### src/include/aclk_defs.svh
// constants of the serial audio codec link
`ifndef ACLK_DEFS_SVH
`define ACLK_DEFS_SVH

// ==========================================================
// clocking
`define ACLK_SYS_CLK_MHZ 20
`define ACLK_XTAL_KHZ 24576
`define ACLK_BCLK_KHZ 12288
`define ACLK_BCLK_DIV (`ACLK_XTAL_KHZ / `ACLK_BCLK_KHZ)
`define ACLK_BCLK_HALF_CYC 4'h8

// ==========================================================
// frame timing in bit-clock periods, frame rate in kHz, field widths in bits
`define ACLK_FRAME_RATE_KHZ 48
`define ACLK_FRAME_LAST 8'hff
`define ACLK_MARK_LEN 8'h10
`define ACLK_PAY_LAST 8'h5f
`define ACLK_HOST_RX_LAST 8'h61
`define ACLK_PAY_W 96
`define ACLK_SLOT_W 20
`define ACLK_SAMPLE_W 18

// ==========================================================
// tag bits, and the read bit of the address slot
`define ACLK_TAG_FRAME 15
`define ACLK_TAG_CMD_ADDR 14
`define ACLK_TAG_CMD_DATA 13
`define ACLK_TAG_LEFT 12
`define ACLK_TAG_RIGHT 11
`define ACLK_ADDR_READ 19

// ==========================================================
// codec control registers
`define ACLK_REG_N 16
`define ACLK_REG_PWR 4'h6
`define ACLK_PWR_LINK_BIT 12
`define ACLK_REG_TEST 4'hf
`define ACLK_TEST_ATE_BIT 0
`define ACLK_TEST_VENDOR_BIT 1
`define ACLK_REG_RESET 16'h0000

// ==========================================================
// reset pulse lengths
`define ACLK_COLD_HOLD_NS 1000
`define ACLK_COLD_HOLD_CYC ((`ACLK_COLD_HOLD_NS * `ACLK_SYS_CLK_MHZ + 999) / 1000)
`define ACLK_WARM_HOLD_NS 1000
`define ACLK_WARM_HOLD_CYC ((`ACLK_WARM_HOLD_NS * `ACLK_SYS_CLK_MHZ + 999) / 1000)

`endif

### src/include/aclk_pkg.sv
// types and frame helpers of the serial audio codec link
`default_nettype none
`include "aclk_defs.svh"
package aclk_pkg;

   // ==========================================================
   // states
   typedef enum logic [2:0] {
      aclk_c_off = 3'h1,
      aclk_c_run = 3'h2,
      aclk_c_pdown = 3'h4
   } aclk_codec_st_t;

   typedef enum logic [2:0] {
      aclk_h_cold = 3'h1,
      aclk_h_run = 3'h2,
      aclk_h_warm = 3'h4
   } aclk_host_st_t;

   // ==========================================================
   // module state
   typedef struct packed {
      logic ff1;
      logic ff2;
      logic ff3;
   } aclk_sync_s_t;

   typedef struct packed {
      aclk_codec_st_t st;
      logic [3:0] div;
      logic bclk;
      logic in_frame;
      logic [7:0] cnt;
      logic [`ACLK_PAY_W-1:0] tx_sh;
      logic [`ACLK_PAY_W-1:0] rx_sh;
      logic sdi;
      logic [`ACLK_REG_N-1:0][15:0] regs;
      logic rd_pend;
      logic [6:0] rd_idx;
      logic [`ACLK_SAMPLE_W-1:0] line_l;
      logic [`ACLK_SAMPLE_W-1:0] line_r;
      logic play_stb;
      logic primary;
   } aclk_codec_s_t;

   typedef struct packed {
      aclk_host_st_t st;
      logic [7:0] hold;
      logic cold_n;
      logic mark;
      logic sdo;
      logic [7:0] cnt;
      logic [`ACLK_PAY_W-1:0] tx_sh;
      logic [`ACLK_PAY_W-1:0] rx_sh;
      logic cmd_pend;
      logic cmd_rd;
      logic [6:0] cmd_idx;
      logic [15:0] cmd_wd;
      logic play_pend;
      logic [`ACLK_SAMPLE_W-1:0] play_l;
      logic [`ACLK_SAMPLE_W-1:0] play_r;
      logic [6:0] stat_idx;
      logic [15:0] stat_data;
      logic stat_stb;
      logic [`ACLK_SAMPLE_W-1:0] rec_l;
      logic [`ACLK_SAMPLE_W-1:0] rec_r;
      logic rec_stb_l;
      logic rec_stb_r;
   } aclk_host_s_t;

   // ==========================================================
   // frame layout: tag then four slots, msb first
   function automatic logic [`ACLK_PAY_W-1:0] aclk_pack(
      input logic [15:0] tag,
      input logic [`ACLK_SLOT_W-1:0] s1,
      input logic [`ACLK_SLOT_W-1:0] s2,
      input logic [`ACLK_SLOT_W-1:0] s3,
      input logic [`ACLK_SLOT_W-1:0] s4);
      return {tag, s1, s2, s3, s4};
   endfunction

   function automatic logic [`ACLK_SLOT_W-1:0] aclk_slot(
      input logic [`ACLK_PAY_W-1:0] p,
      input int n);
      return p[(4 - n) * `ACLK_SLOT_W +: `ACLK_SLOT_W];
   endfunction

   function automatic logic [15:0] aclk_tag(input logic [`ACLK_PAY_W-1:0] p);
      return p[`ACLK_PAY_W-1 -: 16];
   endfunction

endpackage
`default_nettype wire

### src/include/aclk_link_if.sv
// link wires between codec end and host end
`timescale 1ns/10ps
`default_nettype none
interface aclk_link_if;
   logic link_bit_clock;
   logic codec_to_host_serial;
   logic host_to_codec_serial;
   logic frame_marker;
   logic cold_reset_n;

   modport codec (
      output link_bit_clock,
      output codec_to_host_serial,
      input host_to_codec_serial,
      input frame_marker,
      input cold_reset_n
   );

   modport host (
      input link_bit_clock,
      input codec_to_host_serial,
      output host_to_codec_serial,
      output frame_marker,
      output cold_reset_n
   );
endinterface
`default_nettype wire

### src/hw/aclk_edge_sync.sv
// two-stage synchroniser with edge detection
`timescale 1ns/10ps
`default_nettype none
module aclk_edge_sync (
   input wire logic sys_clk,
   input wire logic rst_n,
   input wire logic ce,
   input wire logic pin_in,
   output logic level,
   output logic rise,
   output logic fall
);
   aclk_pkg::aclk_sync_s_t s_reg;
   aclk_pkg::aclk_sync_s_t s_next;

   always_comb begin
      s_next.ff1 = pin_in;
      s_next.ff2 = s_reg.ff1;
      s_next.ff3 = s_reg.ff2;
   end

   always_ff @(posedge sys_clk) begin
      if (!rst_n) begin
         s_reg <= '0;
      end else if (ce) begin
         s_reg <= s_next;
      end
   end

   // ff1 feeds only ff2; edges come from the settled stages
   assign level = s_reg.ff2;
   assign rise = s_reg.ff2 & ~s_reg.ff3;
   assign fall = ~s_reg.ff2 & s_reg.ff3;
endmodule
`default_nettype wire

### src/hw/aclk_codec_end.sv
// codec end of the serial audio link
//
// How it works
// - codec divides its clock into bit clock
// - codec output bits change on rising edge
// - host bits sampled on falling edge
// - every frame spans 256 bit clocks
// - host marker high 16 of 256
// - first high marker sample starts frame
// - marker within 255 periods is ignored
// - marker high wakes powered-down link
// - cold reset restores registers and state
// - host pulses cold reset before use
// - cold reset leaves both test modes
// - during cold reset beep feeds line out
// - strapped id zero makes primary codec
// - 18-bit samples, independent record/playback valid
`timescale 1ns/10ps
`default_nettype none
`include "aclk_defs.svh"
module aclk_codec_end (
   input wire logic sys_clk,
   input wire logic rst_n,
   input wire logic ce,
   aclk_link_if.codec link,
   input wire logic codec_id_strap_high,
   input wire logic codec_id_strap_low,
   input wire logic [`ACLK_SAMPLE_W-1:0] beep_mono_input,
   input wire logic [`ACLK_SAMPLE_W-1:0] rec_left,
   input wire logic [`ACLK_SAMPLE_W-1:0] rec_right,
   input wire logic rec_valid_left,
   input wire logic rec_valid_right,
   output logic [`ACLK_SAMPLE_W-1:0] line_out_left,
   output logic [`ACLK_SAMPLE_W-1:0] line_out_right,
   output logic play_strobe,
   output logic test_ate,
   output logic test_vendor,
   output logic link_powered_down,
   output logic primary_codec
);
   // ==========================================================
   // pin synchronisers
   localparam int NPIN = 5;
   logic [NPIN-1:0] pin_raw;
   logic [NPIN-1:0] pin_lvl;
   logic fm_lvl;
   logic sdo_lvl;
   logic cold_lvl_n;
   logic strap_hi;
   logic strap_lo;

   assign pin_raw = {codec_id_strap_low, codec_id_strap_high, link.cold_reset_n,
                     link.host_to_codec_serial, link.frame_marker};

   genvar gi;
   generate
      for (gi = 0; gi < NPIN; gi = gi + 1) begin : g_sync
         aclk_edge_sync u_sync (
            .sys_clk(sys_clk),
            .rst_n(rst_n),
            .ce(ce),
            .pin_in(pin_raw[gi]),
            .level(pin_lvl[gi]),
            .rise(),
            .fall()
         );
      end
   endgenerate

   assign fm_lvl = pin_lvl[0];
   assign sdo_lvl = pin_lvl[1];
   assign cold_lvl_n = pin_lvl[2];
   assign strap_hi = pin_lvl[3];
   assign strap_lo = pin_lvl[4];

   // ==========================================================
   // state
   aclk_pkg::aclk_codec_s_t s_reg;
   aclk_pkg::aclk_codec_s_t s_next;

   logic bclk_rise;
   logic bclk_fall;
   logic frame_go;
   logic [`ACLK_PAY_W-1:0] tx_word;
   logic [`ACLK_PAY_W-1:0] rx_word;
   logic [15:0] rx_tag;
   logic [15:0] tx_tag;
   logic [`ACLK_SLOT_W-1:0] rx_addr;

   always_comb begin
      s_next = s_reg;
      s_next.play_stb = 1'b0;
      bclk_rise = 1'b0;
      bclk_fall = 1'b0;
      frame_go = 1'b0;
      rx_word = {s_reg.rx_sh[`ACLK_PAY_W-2:0], sdo_lvl};
      rx_tag = aclk_pkg::aclk_tag(rx_word);
      rx_addr = aclk_pkg::aclk_slot(rx_word, 1);

      // record slots valid independently per channel
      tx_tag = 16'h0000;
      tx_tag[`ACLK_TAG_FRAME] = 1'b1;
      tx_tag[`ACLK_TAG_CMD_ADDR] = s_reg.rd_pend;
      tx_tag[`ACLK_TAG_CMD_DATA] = s_reg.rd_pend;
      tx_tag[`ACLK_TAG_LEFT] = rec_valid_left;
      tx_tag[`ACLK_TAG_RIGHT] = rec_valid_right;
      tx_word = aclk_pkg::aclk_pack(tx_tag,
                                    {1'b0, s_reg.rd_idx, 12'h000},
                                    {s_reg.regs[s_reg.rd_idx[3:0]], 4'h0},
                                    {rec_left, 2'b00},
                                    {rec_right, 2'b00});

      // straps read while held in cold reset
      if (!cold_lvl_n) begin
         s_next.primary = ~strap_hi & ~strap_lo;
      end

      case (s_reg.st)
         aclk_pkg::aclk_c_off: begin
            s_next.bclk = 1'b0;
            s_next.div = 4'h0;
            if (cold_lvl_n && s_reg.primary) begin
               s_next.st = aclk_pkg::aclk_c_run;
            end
         end
         aclk_pkg::aclk_c_run: begin
            // bit clock divided from own clock
            if (s_reg.div == 4'(`ACLK_BCLK_HALF_CYC - 4'h1)) begin
               s_next.div = 4'h0;
               s_next.bclk = ~s_reg.bclk;
               bclk_rise = ~s_reg.bclk;
               bclk_fall = s_reg.bclk;
            end else begin
               s_next.div = s_reg.div + 4'h1;
            end

            if (bclk_rise) begin
               // first high marker sample starts frame
               // marker ignored until 255 periods elapsed
               frame_go = fm_lvl && (!s_reg.in_frame || s_reg.cnt == `ACLK_FRAME_LAST);
               if (frame_go) begin
                  s_next.in_frame = 1'b1;
                  s_next.cnt = 8'h00;
                  s_next.sdi = tx_word[`ACLK_PAY_W-1];
                  s_next.tx_sh = {tx_word[`ACLK_PAY_W-2:0], 1'b0};
                  s_next.rd_pend = 1'b0;
               end else if (s_reg.in_frame) begin
                  s_next.sdi = s_reg.tx_sh[`ACLK_PAY_W-1];
                  s_next.tx_sh = {s_reg.tx_sh[`ACLK_PAY_W-2:0], 1'b0};
                  if (s_reg.cnt == `ACLK_FRAME_LAST) begin
                     s_next.in_frame = 1'b0;
                     s_next.cnt = 8'h00;
                  end else begin
                     s_next.cnt = s_reg.cnt + 8'h01;
                  end
               end
            end

            // host data taken on falling edge
            if (bclk_fall && s_reg.in_frame && s_reg.cnt <= `ACLK_PAY_LAST) begin
               s_next.rx_sh = rx_word;
               if (s_reg.cnt == `ACLK_PAY_LAST && rx_tag[`ACLK_TAG_FRAME]) begin
                  if (rx_tag[`ACLK_TAG_CMD_ADDR]) begin
                     if (rx_addr[`ACLK_ADDR_READ]) begin
                        s_next.rd_pend = 1'b1;
                        s_next.rd_idx = rx_addr[18:12];
                     end else if (rx_tag[`ACLK_TAG_CMD_DATA]) begin
                        s_next.regs[rx_addr[15:12]] = 16'(aclk_pkg::aclk_slot(rx_word, 2) >> 4);
                     end
                  end
                  if (rx_tag[`ACLK_TAG_LEFT]) begin
                     s_next.line_l = 18'(aclk_pkg::aclk_slot(rx_word, 3) >> 2);
                     s_next.play_stb = 1'b1;
                  end
                  if (rx_tag[`ACLK_TAG_RIGHT]) begin
                     s_next.line_r = 18'(aclk_pkg::aclk_slot(rx_word, 4) >> 2);
                     s_next.play_stb = 1'b1;
                  end
               end
            end

            // power-down stops the bit clock at once
            if (s_reg.regs[`ACLK_REG_PWR][`ACLK_PWR_LINK_BIT]) begin
               s_next.st = aclk_pkg::aclk_c_pdown;
               s_next.bclk = 1'b0;
               s_next.div = 4'h0;
               s_next.in_frame = 1'b0;
               s_next.cnt = 8'h00;
               s_next.sdi = 1'b0;
            end
         end
         aclk_pkg::aclk_c_pdown: begin
            s_next.bclk = 1'b0;
            // marker level wakes the link, no bit clock needed
            if (fm_lvl) begin
               s_next.regs[`ACLK_REG_PWR][`ACLK_PWR_LINK_BIT] = 1'b0;
               s_next.st = aclk_pkg::aclk_c_run;
            end
         end
         default: begin
            s_next.st = aclk_pkg::aclk_c_off;
         end
      endcase

      // cold reset returns registers and circuits to default
      // test mode bits cleared with the registers
      if (!cold_lvl_n) begin
         s_next.st = aclk_pkg::aclk_c_off;
         s_next.regs = {`ACLK_REG_N{`ACLK_REG_RESET}};
         s_next.bclk = 1'b0;
         s_next.div = 4'h0;
         s_next.in_frame = 1'b0;
         s_next.cnt = 8'h00;
         s_next.tx_sh = '0;
         s_next.rx_sh = '0;
         s_next.sdi = 1'b0;
         s_next.rd_pend = 1'b0;
         s_next.rd_idx = 7'h00;
         // beep routed to both line outputs
         s_next.line_l = beep_mono_input;
         s_next.line_r = beep_mono_input;
         s_next.play_stb = 1'b0;
      end
   end

   // sync reset only; cold reset from the host does the rest
   always_ff @(posedge sys_clk) begin
      if (!rst_n) begin
         s_reg <= '0;
         s_reg.st <= aclk_pkg::aclk_c_off;
      end else if (ce) begin
         s_reg <= s_next;
      end
   end

   // ==========================================================
   // outputs
   assign link.link_bit_clock = s_reg.bclk;
   assign link.codec_to_host_serial = s_reg.sdi;
   assign line_out_left = s_reg.line_l;
   assign line_out_right = s_reg.line_r;
   assign play_strobe = s_reg.play_stb;
   assign test_ate = s_reg.regs[`ACLK_REG_TEST][`ACLK_TEST_ATE_BIT];
   assign test_vendor = s_reg.regs[`ACLK_REG_TEST][`ACLK_TEST_VENDOR_BIT];
   assign link_powered_down = (s_reg.st == aclk_pkg::aclk_c_pdown);
   assign primary_codec = s_reg.primary;
endmodule
`default_nettype wire

### src/flat_wrapper.sv
// flat-port wrapper written by rule: the top's interface ports become plain ports
module aclk_codec_end_flat 
  (sys_clk, rst_n, ce, codec_id_strap_high, codec_id_strap_low, beep_mono_input, rec_left, rec_right, rec_valid_left, rec_valid_right, line_out_left, line_out_right, play_strobe, test_ate, test_vendor, link_powered_down, primary_codec, link_link_bit_clock, link_codec_to_host_serial, link_host_to_codec_serial, link_frame_marker, link_cold_reset_n);
  aclk_link_if link_i ();
  input wire logic sys_clk;
  input wire logic rst_n;
  input wire logic ce;
  input wire logic codec_id_strap_high;
  input wire logic codec_id_strap_low;
  input wire logic [`ACLK_SAMPLE_W-1:0] beep_mono_input;
  input wire logic [`ACLK_SAMPLE_W-1:0] rec_left;
  input wire logic [`ACLK_SAMPLE_W-1:0] rec_right;
  input wire logic rec_valid_left;
  input wire logic rec_valid_right;
  output logic [`ACLK_SAMPLE_W-1:0] line_out_left;
  output logic [`ACLK_SAMPLE_W-1:0] line_out_right;
  output logic play_strobe;
  output logic test_ate;
  output logic test_vendor;
  output logic link_powered_down;
  output logic primary_codec;
  output wire logic [$bits(link_i.link_bit_clock)-1:0] link_link_bit_clock;
  output wire logic [$bits(link_i.codec_to_host_serial)-1:0] link_codec_to_host_serial;
  input wire logic [$bits(link_i.host_to_codec_serial)-1:0] link_host_to_codec_serial;
  input wire logic [$bits(link_i.frame_marker)-1:0] link_frame_marker;
  input wire logic [$bits(link_i.cold_reset_n)-1:0] link_cold_reset_n;
  assign link_link_bit_clock = link_i.link_bit_clock;
  assign link_codec_to_host_serial = link_i.codec_to_host_serial;
  assign link_i.host_to_codec_serial = link_host_to_codec_serial;
  assign link_i.frame_marker = link_frame_marker;
  assign link_i.cold_reset_n = link_cold_reset_n;
  aclk_codec_end u_core (.sys_clk(sys_clk), .rst_n(rst_n), .ce(ce), .link(link_i), .codec_id_strap_high(codec_id_strap_high), .codec_id_strap_low(codec_id_strap_low), .beep_mono_input(beep_mono_input), .rec_left(rec_left), .rec_right(rec_right), .rec_valid_left(rec_valid_left), .rec_valid_right(rec_valid_right), .line_out_left(line_out_left), .line_out_right(line_out_right), .play_strobe(play_strobe), .test_ate(test_ate), .test_vendor(test_vendor), .link_powered_down(link_powered_down), .primary_codec(primary_codec));
endmodule
### config.mk
export PLATFORM = sky130hd
export DESIGN_NAME = aclk_codec_end_flat
export DESIGN_NICKNAME = d
export VERILOG_FILES = /design/src/include/aclk_pkg.sv /design/src/include/aclk_link_if.sv /design/src/hw/aclk_edge_sync.sv /design/src/hw/aclk_codec_end.sv /design/src/flat_wrapper.sv
export VERILOG_INCLUDE_DIRS = /design/src /design/src/include
export SDC_FILE = /design/constraint.sdc
export NUM_CORES = 1
export LEC_CHECK = 0
export ABC_AREA = 0
export BUFFER_PORTS_ARGS = -buffer_cell sky130_fd_sc_hd__buf_4
export CORE_ASPECT_RATIO = 1.1
export CORE_MARGIN = 8
export CORE_UTILIZATION = 24
export DETAILED_ROUTE_END_ITERATION = 10
export GPL_TIMING_DRIVEN = 1
export PLACE_DENSITY = 0.5
export SLEW_MARGIN = 20
export SYNTH_ARGS = -nofsm -noshare
export SYNTH_HDL_FRONTEND = slang
export SYNTH_HIERARCHICAL = 1
export SYNTH_SLANG_ARGS = --single-unit
### constraint.sdc
create_clock -name sys_clk -period 2.7 [get_ports sys_clk]
set_input_delay 0.54 -clock sys_clk [delete_from_list [all_inputs] [get_ports sys_clk]]
set_output_delay 0.54 -clock sys_clk [all_outputs]
set_load 0.005 [all_outputs]
Word level (Yosys, flattened, before mapping)
Cells that the tools add are included.
{"block": "word_totals", "register_bits": 521, "out_inout_bits": 43, "elab_cells": 149}
{"block": "op_classes", "n_addsub": 2, "n_lt_le_gt_ge": 4, "eq_ne": 31, "mux": 43, "bitwise_logic": 5, "n_reduce_logical": 23}
{"operator": "301-bit 2-to-1 mux", "count": 2}
{"operator": "256-bit 2-to-1 mux", "count": 2}
{"operator": "511-bit 2-to-1 mux", "count": 1}
{"operator": "349-bit 2-to-1 mux", "count": 1}
{"operator": "105-bit 2-to-1 mux", "count": 3}
{"operator": "264-bit 2-to-1 mux", "count": 1}
{"operator": "256-bit bitwise mux", "count": 1}
{"operator": "153-bit 2-to-1 mux", "count": 1}
{"operator": "96-bit 2-to-1 mux", "count": 1}
{"operator": "16-bit binary-select mux with 4-bit select", "count": 1}
{"operator": "16-bit demux with 4-bit select", "count": 1}
{"operator": "16-bit 2-to-1 mux", "count": 2}
{"operator": "3-bit by 2-bit inequality test with 1-bit output (second input constant)", "count": 9}
{"operator": "19-bit 2-to-1 mux", "count": 1}
{"operator": "18-bit 2-to-1 mux", "count": 1}
{"operator": "2-bit by 1-bit inequality test with 1-bit output (second input constant)", "count": 9}
{"operator": "17-bit 2-to-1 mux", "count": 1}
{"operator": "8-bit 2-to-1 mux", "count": 2}
{"operator": "1-bit 2-to-1 mux", "count": 14}
{"operator": "4-bit AND reduction", "count": 3}
{"operator": "4-bit by 5-bit < comparator with 1-bit output (second input constant)", "count": 2}
{"operator": "5-bit AND reduction", "count": 2}
{"operator": "3-bit by 1-bit inequality test with 1-bit output (second input constant)", "count": 3}
{"operator": "3-bit case mux with 3 select lines", "count": 1}
{"operator": "29 further kinds", "count": 43}

Depth between registers and ports, before layout
Gate-level depths: netlist of run 1.
{"block": "logic_depth", "ltp_word": 12, "mapped_depth": 9}

Modules after synthesis
Netlist of run 1, hierarchy kept.
{"mod": "aclk_codec_end", "n_inst": 1, "cells_each": 2101, "area_each_um2": 20766.2, "seq_area_each_um2": 10209.8}
{"mod": "aclk_edge_sync", "n_inst": 5, "cells_each": 11, "area_each_um2": 121.4, "seq_area_each_um2": 60.1}

Least setup slack after synthesis of run 1
Ideal clock, no wire load.
{"block": "synth_timing", "path_kind": "input to register", "startpoint": "in ce", "endpoint": "reg u_core/s_reg[67] (netlist bit)", "arrival_ps": 2392, "required_time_ps": 2626, "setup_slack_ps": 234, "path_stages": 7, "path_cell_list": "clkbuf_1 clkinv_1 a2111oi_4 a21oi_2 a21oi_2 buf_6 mux2i_1"}
{"block": "synth_via", "elab_chain_cells": 1}
{"element": "start, declared", "line": "flat_wrapper.sv:7", "source": "input wire logic ce;"}
{"element": "7-bit AND reduction (no source line)"}
{"element": "end signal, assigned", "line": "aclk_codec_end.sv:232", "source": "s_reg <= s_next;"}
{"element": "end, declared", "line": "aclk_codec_end.sv:78", "source": "aclk_pkg::aclk_codec_s_t s_reg;"}
No other way between the ends.
A chain may end at the register's enable or synchronous reset.

Worst setup path in the final report of run 1
{"block": "layout_timing", "startpoint": "reg u_core/s_reg[505] (netlist bit)", "endpoint": "reg u_core/s_reg[110] (netlist bit)"}
{"block": "layout_via", "elab_chain_cells": 7}
{"element": "4-bit by 3-bit equality test with 1-bit output", "line": "aclk_codec_end.sv:128", "source": "if (s_reg.div == 4'(`ACLK_BCLK_HALF_CYC - 4'h1)) begin"}
{"element": "1-bit 2-to-1 mux", "line": "aclk_codec_end.sv:128"}
{"element": "1-bit 2-to-1 mux", "line": "aclk_codec_end.sv:118", "source": "case (s_reg.st)"}
{"element": "1-bit logical AND", "line": "aclk_codec_end.sv:160", "source": "if (bclk_fall && s_reg.in_frame && s_reg.cnt <= `ACLK_PAY_LAST) begin"}
{"element": "1-bit logical AND (no source line)"}
{"element": "2-bit by 1-bit inequality test with 1-bit output (no source line)"}
{"element": "7-bit AND reduction (no source line)"}
No other way between the ends. The select of a mux whose other input is x is not followed.

==> results.json, run 1 <==
{
  "status": "complete, no violations",
  "gp_congestion": 0.8172,
  "final_hold_viol_count": 0,
  "setup_tns_ps": 0,
  "synth_warnings": 6,
  "drtIter0Drc": 1189,
  "cp.arrival_ps": 3060,
  "wire_per_inst_um": 18.87,
  "period_needed_ps": 2533,
  "syn_nets": 2197,
  "rsz0062_at_grt": "yes",
  "cts_hold_buf": 0,
  "timing.final.ws_setup_ps": 166.9,
  "finalCritPeriodShare": 0.9382,
  "ioPinCount": 107,
  "largest_reg_flops": 373,
  "crit_type": "flip-flop to flip-flop",
  "remaining_drc_errors": 0,
  "die-area_mm2": 0.09780,
  "ant_nets": 0,
  "path_max_fanout": 30,
  "clkTransAtPathRegs_ps": 60,
  "numCtsBuffers": 54,
  "hold_ws_ps": 155.2,
  "dp_worst_setup_slack_ps": 95.26,
  "finClkSkew_ps": 14.52,
  "critPathMostFrequentCell": "buf_12",
  "relSlewSlack": 0.4042,
  "grt_pass1_vias": 17080,
  "dp_hpwl_um": 41300,
  "htree_levels": 2,
  "cts_tree": "done",
  "max_cap_viol_count": 0,
  "clock_sink_count": 520,
  "dr_wl_met3_um": 2634,
  "grt_max_degree": 185,
  "cp.required_ps": 3220,
  "firstDrtPassIters": 5,
  "fmax_mhz": 394.8,
  "synth.avg_cell_area_um2": 9.915,
  "drt_wl_total_um": 63500,
  "viasPerCell": 4.958,
  "worst_pin_slew_ps": 891.8,
  "p_leak_nw": 8.887,
  "initial_utilization": 0.2413,
  "area_growth_pct": 19.28,
  "drt-met1-wl_um": 27180,
  "netlist_area_mm2": 0.02113,
  "gr-total-overflow": 0,
  "power_density_mw_per_mm2": 661.3,
  "hold_path.class": "primary input to flip-flop",
  "slew_viol_final": 0,
  "path_cells": "ha_1, nand3b_1, nor4_4, buf_12, and3_1, buf_12, nand3_1, mux2i_1",
  "n_antenna_cell": 0,
  "slowest_stage": "nor4_4",
  "critPathMaxStageDelay_ps": 380,
  "top_layer": "met4",
  "row_count": 114,
  "die_width_um": 298.9,
  "clk_latency_ps": 610,
  "setup_violations": 0,
  "drive_above_1_share": 0.1754,
  "ir_worst_vdd_mv": 0.4505,
  "power.total_mw": 16.67,
  "die_height_um": 327.2,
  "endpoint_kind": "flip-flop",
  "synthCells": 2131,
  "antenna_found_initial": 0,
  "io_buffers": 106,
  "grt_pass1_wl_um": 100300,
  "track_usage": 0.1259,
  "cts-root-buf": "clkbuf_16",
  "cp-start-kind": "flip-flop",
  "nets": 2228,
  "clock_path_buffers": 3,
  "core_mm2": 0.08758,
  "wl_met2_um": 31550,
  "vias": 16690
}
## layout by cell type (no fill, tap or decap), types with 8 or more instances in the layout
cell type  count
nor2b_1       49
bufinv_16      8
nor2_1        17
a21oi_1      197
and3_1        11
a22oi_1       45
mux4_2        64
o21ai_0       14
dfxtp_1      516
a211oi_1      21
mux2i_1      101
o22ai_1       14
o31ai_1       40
a22o_1        37
a221o_1       18
buf_12        15
nand3_1      143
clkbuf_16     55
nor3_1        19
nand2_1      333
clkbuf_8      14
buf_4        180
and2_1        14
o2bb2ai_1    158
clkinv_2      12
## layout make-up
class / count / area [um2]
Clock buffer: 76 / 1595
Clock inverter: 24 / 344.1
Fill cell: 9126 / 62380
Multi-Input combinational cell: 1384 / 9704
Sequential cell: 520 / 10420
Tap cell: 1160 / 1451
Timing Repair Buffer: 196 / 1663
Inverter: 6 / 25.02
## final timing paths
check                          from  slack, ps  cells past startpoint           endpoint
hold / removal          rec_left[2]        160                      3  u_core/s_reg[424]
setup reg to reg  u_core/s_reg[505]        170                      8  u_core/s_reg[110]
hold reg to reg   u_core/s_reg[477]        430                      2  u_core/s_reg[478]
setup / recovery  u_core/s_reg[505]        170                      8  u_core/s_reg[110]
## power breakdown
part / switching (mW) / total (mW) / internal [mW]
clock network: 3.23 / 8.12 / 4.88
logic: 0.500 / 0.788 / 0.288
registers: 0.0398 / 7.76 / 7.72
total: 3.77 / 16.7 / 12.9
## stage by stage
| step | cells | cell area [um2] | utilization |
|---|---|---|---|
| finish | 3366 | 25200 | 0.2878 |
| global placement | 3266 | 23220 | 0.2651 |
| global route | 3366 | 25200 | 0.2878 |
| CTS | 3366 | 25160 | 0.2872 |
| floorplan | 2131 | 21130 | - |
| detailed placement | 3266 | 23220 | 0.2651 |
## timing repair
item                                    CTS  global route
setup buffers                             0             0
endpoints found under the setup margin    0           243
endpoints found under the hold margin     0             0
gates resized for setup                   0             8
## critical path, delay by kind of cell (launching register included)
family / cells / cell delay [ps]
buf+inv: 2 / 400
mux: 1 / 270
simple gates: 4 / 1140
fa+ha+maj: 1 / 230
flops: 1 / 370
## layer usage
metal | track usage | up-vias
li1 | - | 7865
met1 | 0.1562 | 8320
met2 | 0.2180 | 388
met3 | 0.01835 | 117
met4 | 0.05076 | 0
met5 | 0 | -
Power figures use the tool's default switching activity.
==> run 2, diff against run 1 <==
- CORE_ASPECT_RATIO: 1.1 -> unset
- CORE_UTILIZATION: 24 -> 52
- PLACE_DENSITY: 0.5 -> 0.81
==> run 2 against run 1 <==
Compared with the run above: cell area decreased by 3.7%; via count increased by 3.6%; highest routed layer unchanged; register-to-register slack got worse by 20 ps; core utilization increased by 31 points; clock skew increased by 1.5 ps; hold slack improved by 56 ps; largest power group is now registers.
==> results.json, run 2 (same netlist as run 1, synthesis figures left out) <==
{
  "status": "complete, no violations",
  "wire_per_inst_um": 20.70,
  "cts_tree": "done",
  "row_count": 74,
  "power_density_mw_per_mm2": 655.0,
  "nets": 2228,
  "area_growth_pct": 14.92,
  "seq_area_mm2": 0.01042,
  "cts_setup_buffers": 0,
  "gr-total-overflow": 0,
  "ioPinCount": 107,
  "slew_viol_final": 0,
  "drt_wl_total_um": 56620,
  "core_mm2": 0.04046,
  "layout_common_cells": "dfxtp_1 (516), nand2_1 (333), a21oi_1 (197)",
  "rsz0062_at_grt": "no",
  "period_needed_ps": 2556,
  "viasPerCell": 6.324,
  "remaining_drc_errors": 0,
  "largest_reg_flops": 373,
  "die_height_um": 217.6,
  "cts_hold_buf": 0,
  "grt_pass1_wl_um": 90160,
  "finClkSkew_ps": 16.05,
  "track_usage": 0.2285,
  "critPathMostFrequentCell": "buf_4",
  "numCtsBuffers": 50,
  "dp_worst_setup_slack_ps": -122.0,
  "finalCritPeriodShare": 0.9466,
  "endpoint_kind": "flip-flop",
  "drive_above_1_share": 0.1739,
  "final_hold_viol_count": 0,
  "die-area_mm2": 0.04734,
  "cts-root-buf": "clkbuf_16",
  "dp_hpwl_um": 35800,
  "vias": 17300,
  "cp.required_ps": 3180,
  "firstDrtPassIters": 5,
  "die_width_um": 217.6,
  "critPathBufInv": 2,
  "grt_max_degree": 136,
  "n_antenna_cell": 0,
  "timing.final.ws_setup_ps": 144.2,
  "worst_pin_slew_ps": 1172,
  "path_cells": "ha_1, nand4_1, nor4_4, buf_4, and3_1, buf_4, nand3_1, mux2i_1",
  "critPathMaxStageDelay_ps": 450,
  "clkTransAtPathRegs_ps": 70,
  "gp_congestion": 0.8993,
  "max_cap_viol_count": 0,
  "ant_nets": 0,
  "crit_type": "flip-flop to flip-flop",
  "fmax_mhz": 391.3,
  "place_inst": 2640,
  "grt_pass1_vias": 17010,
  "setup_tns_ps": 0,
  "path_max_fanout": 14,
  "relSlewSlack": 0.2168,
  "cp.arrival_ps": 3040,
  "cp_top_family": "simple AND/OR/NAND/NOR gates",
  "drtIter0Drc": 1737,
  "final_common_cell": "dfxtp_1",
  "ir_worst_vdd_mv": 0.5070,
  "antenna_found_initial": 0,
  "multi_input_area_mm2": 0.009744,
  "initial_utilization": 0.5222,
  "fillers": 3207,
  "slowest_stage": "nor4_4",
  "io_buffers": 106,
  "cp-start-kind": "flip-flop",
  "clk_latency_ps": 570,
  "stdcell_count": 2735,
  "p_leak_nw": 8.815,
  "htree_levels": 2,
  "setup_violations": 0,
  "clock_sink_count": 520,
  "clock_path_buffers": 3,
  "hold_path.class": "primary input to flip-flop"
}
==> run 2: cell count changes in the layout (fill, tap and decap cells not counted), moves of 2 or more <==
cell,before,now
clkbuf_16,55,53
nand3_2,6,2
clkinv_4,0,2
clkinv_2,12,10
buf_12,15,12
nand3_4,2,6
bufinv_16,8,5
buf_4,180,186
clkbuf_8,14,12
==> run 2: worst paths after layout <==
| path | cells past startpoint | slack (ps) | start | to |
|---|---|---|---|---|
| max | 8 | 140 | u_core/s_reg[495] | u_core/s_reg[46] |
| min | 3 | 210 | rec_right[0] | u_core/s_reg[402] |
| max reg2reg | 8 | 140 | u_core/s_reg[495] | u_core/s_reg[46] |
| min reg2reg | 2 | 440 | u_core/s_reg[473] | u_core/s_reg[474] |
==> run 2: power by group <==
group	leakage (nW)	internal (mW)	switching, mW
combinational	3.75	0.293	0.485
sequential	4.20	7.72	0.0377
clock	0.867	4.39	2.97
==> run 2: per-stage QoR <==
stage                     cell area (um2)  total power, mW    util  hold slack [ps]
after floorplan                     21130            8.402       -            415.4
after global placement              22400            8.666  0.5537            423.4
after detailed placement            22400            8.681  0.5537            428.3
after CTS                           24200            15.98  0.5981            191.8
after global routing                24280            16.35  0.6001            193.5
final                               24280            15.90  0.6001            210.9
==> run 2: worst min-delay path, cell delays in order <==
cell and delay (ps):
buf_4 80, a22oi_1 60, nand2_1 60
==> run 2: routing by layer <==
| layer | GRT usage | part of all wire |
|---|---|---|
| met1 | 0.2890 | 0.40 |
| met5 | 0 | 0 |
| met4 | 0.1206 | 0.051 |
| met3 | 0.03883 | 0.076 |
| met2 | 0.3716 | 0.47 |
==> run 2: timing repair <==
item | in CTS | in global routing
endpoints found under the setup margin | 80 | 149
gates resized for setup | 5 | 8
pin swaps | 0 | 2
cloned | 0 | 1
==> run 2: final cells by class <==
| cell class | instances | area share |
|---|---|---|
| timing repair buffer | 199 | 0.06854 |
| sequential | 520 | 0.4291 |
| inverter | 6 | 0.001031 |
| multi-input combinational | 1385 | 0.4013 |
| tap | 532 | 0.02741 |
| clock buffer | 73 | 0.06266 |
| clock inverter | 20 | 0.009894 |
==> run 3, diff against run 2 <==
- RECOVER_POWER: unset -> 100
==> run 3 against run 2 <==
Compared with the run above: cell area is 0.68% lower; sequential share of layout area is 0.29 points higher; fmax is 1.6% lower; highest routed layer unchanged.
==> results.json, run 3 (same netlist as run 1, synthesis figures left out) <==
{
  "die_height_um": 217.6,
  "fin_util": 0.5960,
  "crit_type": "flip-flop to flip-flop",
  "cts-root-buf": "clkbuf_16",
  "remaining_drc_errors": 0,
  "power_density_mw_per_mm2": 658.5,
  "finClkSkew_ps": 11.55,
  "clkTransAtPathRegs_ps": 60,
  "dpl-instance-area_mm2": 0.02240,
  "clock_sink_count": 520,
  "dp_worst_setup_slack_ps": -122.0,
  "fillers": 3246,
  "worst_pin_slew_ps": 1159,
  "r2r-start": "u_core/g_sync[2].u_sync/level",
  "place_inst": 2640,
  "drtIter0Drc": 1660,
  "area_growth_pct": 14.13,
  "n_antenna_cell": 0,
  "clock_path_buffers": 3,
  "period_needed_ps": 2597,
  "rr_endpoint": "u_core/line_out_left[17]",
  "drive_above_1_share": 0.1639,
  "gp_congestion": 0.8993,
  "min_to": "u_core/s_reg[402]",
  "stdcell_count": 2735,
  "clk_latency_ps": 570,
  "gr-total-overflow": 0,
  "cp-start-kind": "flip-flop",
  "max_cap_viol_count": 0,
  "track_usage": 0.2285,
  "hold_ws_ps": 210.0,
  "status": "complete, no violations",
  "ff2ff_setup_slack_ps": 100,
  "die-area_mm2": 0.04734,
  "ir_worst_vdd_mv": 0.5066,
  "setup_violations": 0,
  "nets": 2228,
  "largest_reg_flops": 373,
  "rr_worst_depth": 6,
  "core_mm2": 0.04046,
  "wire_per_inst_um": 20.70,
  "final_common_cell": "dfxtp_1",
  "timing.final.ws_setup_ps": 103.1,
  "min-delay-start": "rec_right[0]",
  "viasPerCell": 6.287,
  "cp.arrival_ps": 3040,
  "grt_max_degree": 136,
  "dp_hpwl_um": 35800,
  "final_hold_viol_count": 0,
  "fmax_mhz": 385.1,
  "layout_common_cells": "dfxtp_1 (516), nand2_1 (333), a21oi_1 (201)",
  "whs_path_depth": 3,
  "finalCritPeriodShare": 0.9618,
  "initial_utilization": 0.5222,
  "grt_pass1_wl_um": 90160,
  "ant_nets": 0,
  "die_width_um": 217.6,
  "drt_wl_total_um": 56610,
  "antenna_found_initial": 0,
  "row_count": 74,
  "p_leak_nw": 8.714,
  "grt_pass1_vias": 17010,
  "cts_tree": "done",
  "cts_setup_buffers": 0,
  "numCtsBuffers": 50,
  "ioPinCount": 107,
  "io_buffers": 106,
  "slew_viol_final": 0,
  "path_max_fanout": 42,
  "hold_path.class": "primary input to flip-flop",
  "rsz0062_at_grt": "no",
  "vias": 17190,
  "endpoint_kind": "flip-flop",
  "htree_levels": 2,
  "cp.required_ps": 3140,
  "fin_area_mm2": 0.02412,
  "firstDrtPassIters": 5,
  "relSlewSlack": 0.2258
}
run 3: cell count changes in the layout (fill, tap and decap cells not counted), sizes merged:
cell    change
clkbuf     +59
buf        -59
run 3: layer usage:
layer,up-vias,share of wire,track usage
li1,7863,-,-
met5,-,0,0
met1,8334,0.40,0.2890
met3,191,0.075,0.03883
met4,0,0.049,0.1206
met2,806,0.47,0.3716
run 3: area by class of cell:
class / count / area (um2) / area share
sequential: 520 / 10420 / 0.4321
timing repair buffer: 199 / 1553 / 0.06439
clock buffer: 73 / 1521 / 0.06309
multi-input combinational: 1385 / 9691 / 0.4018
tap: 532 / 665.6 / 0.02760
clock inverter: 20 / 240.2 / 0.009962
inverter: 6 / 25.02 / 0.001038
run 3: what timing repair did:
item	in CTS	in global routing
hold buffers	0	0
gates resized for setup	5	8
endpoints found under the setup margin	80	149
pin swaps	0	2
cloned	0	1
run 3: where the power goes:
| group | switching (mW) | leakage (nW) | total, mW | internal [mW] |
|---|---|---|---|---|
| logic | 0.481 | 3.65 | 0.749 | 0.268 |
| clock network | 2.98 | 0.867 | 7.37 | 4.39 |
| registers | 0.0368 | 4.20 | 7.76 | 7.72 |
| total | 3.50 | 8.71 | 15.9 | 12.4 |
run 3: stage by stage:
step | TNS [ps] | total power, mW
floorplan | 0 | 8.402
global placement | 0 | 8.666
detailed placement | -6027 | 8.681
CTS | 0 | 15.98
global route | 0 | 16.32
finish | 0 | 15.88
run 3: how the worst max path moves through the flow:
stage	startpoint	endpoint
floorplan	ce	u_core/s_reg[67]
global placement	u_core/s_reg[505]	u_core/s_reg[189]
CTS	u_core/s_reg[505]	u_core/s_reg[167]
global route	u_core/s_reg[495]	u_core/s_reg[148]
finish	u_core/g_sync[2].u_sync/level	u_core/line_out_left[17]
detailed placement	u_core/s_reg[505]	u_core/s_reg[197]
run 3: critical path, stage by stage (launching register included):
cell and delay (ps):
dfxtp_4 560, buf_4 470, nor2_1 130, clkbuf_1 170, clkbuf_2 520, o31ai_1 490, a21oi_1 70
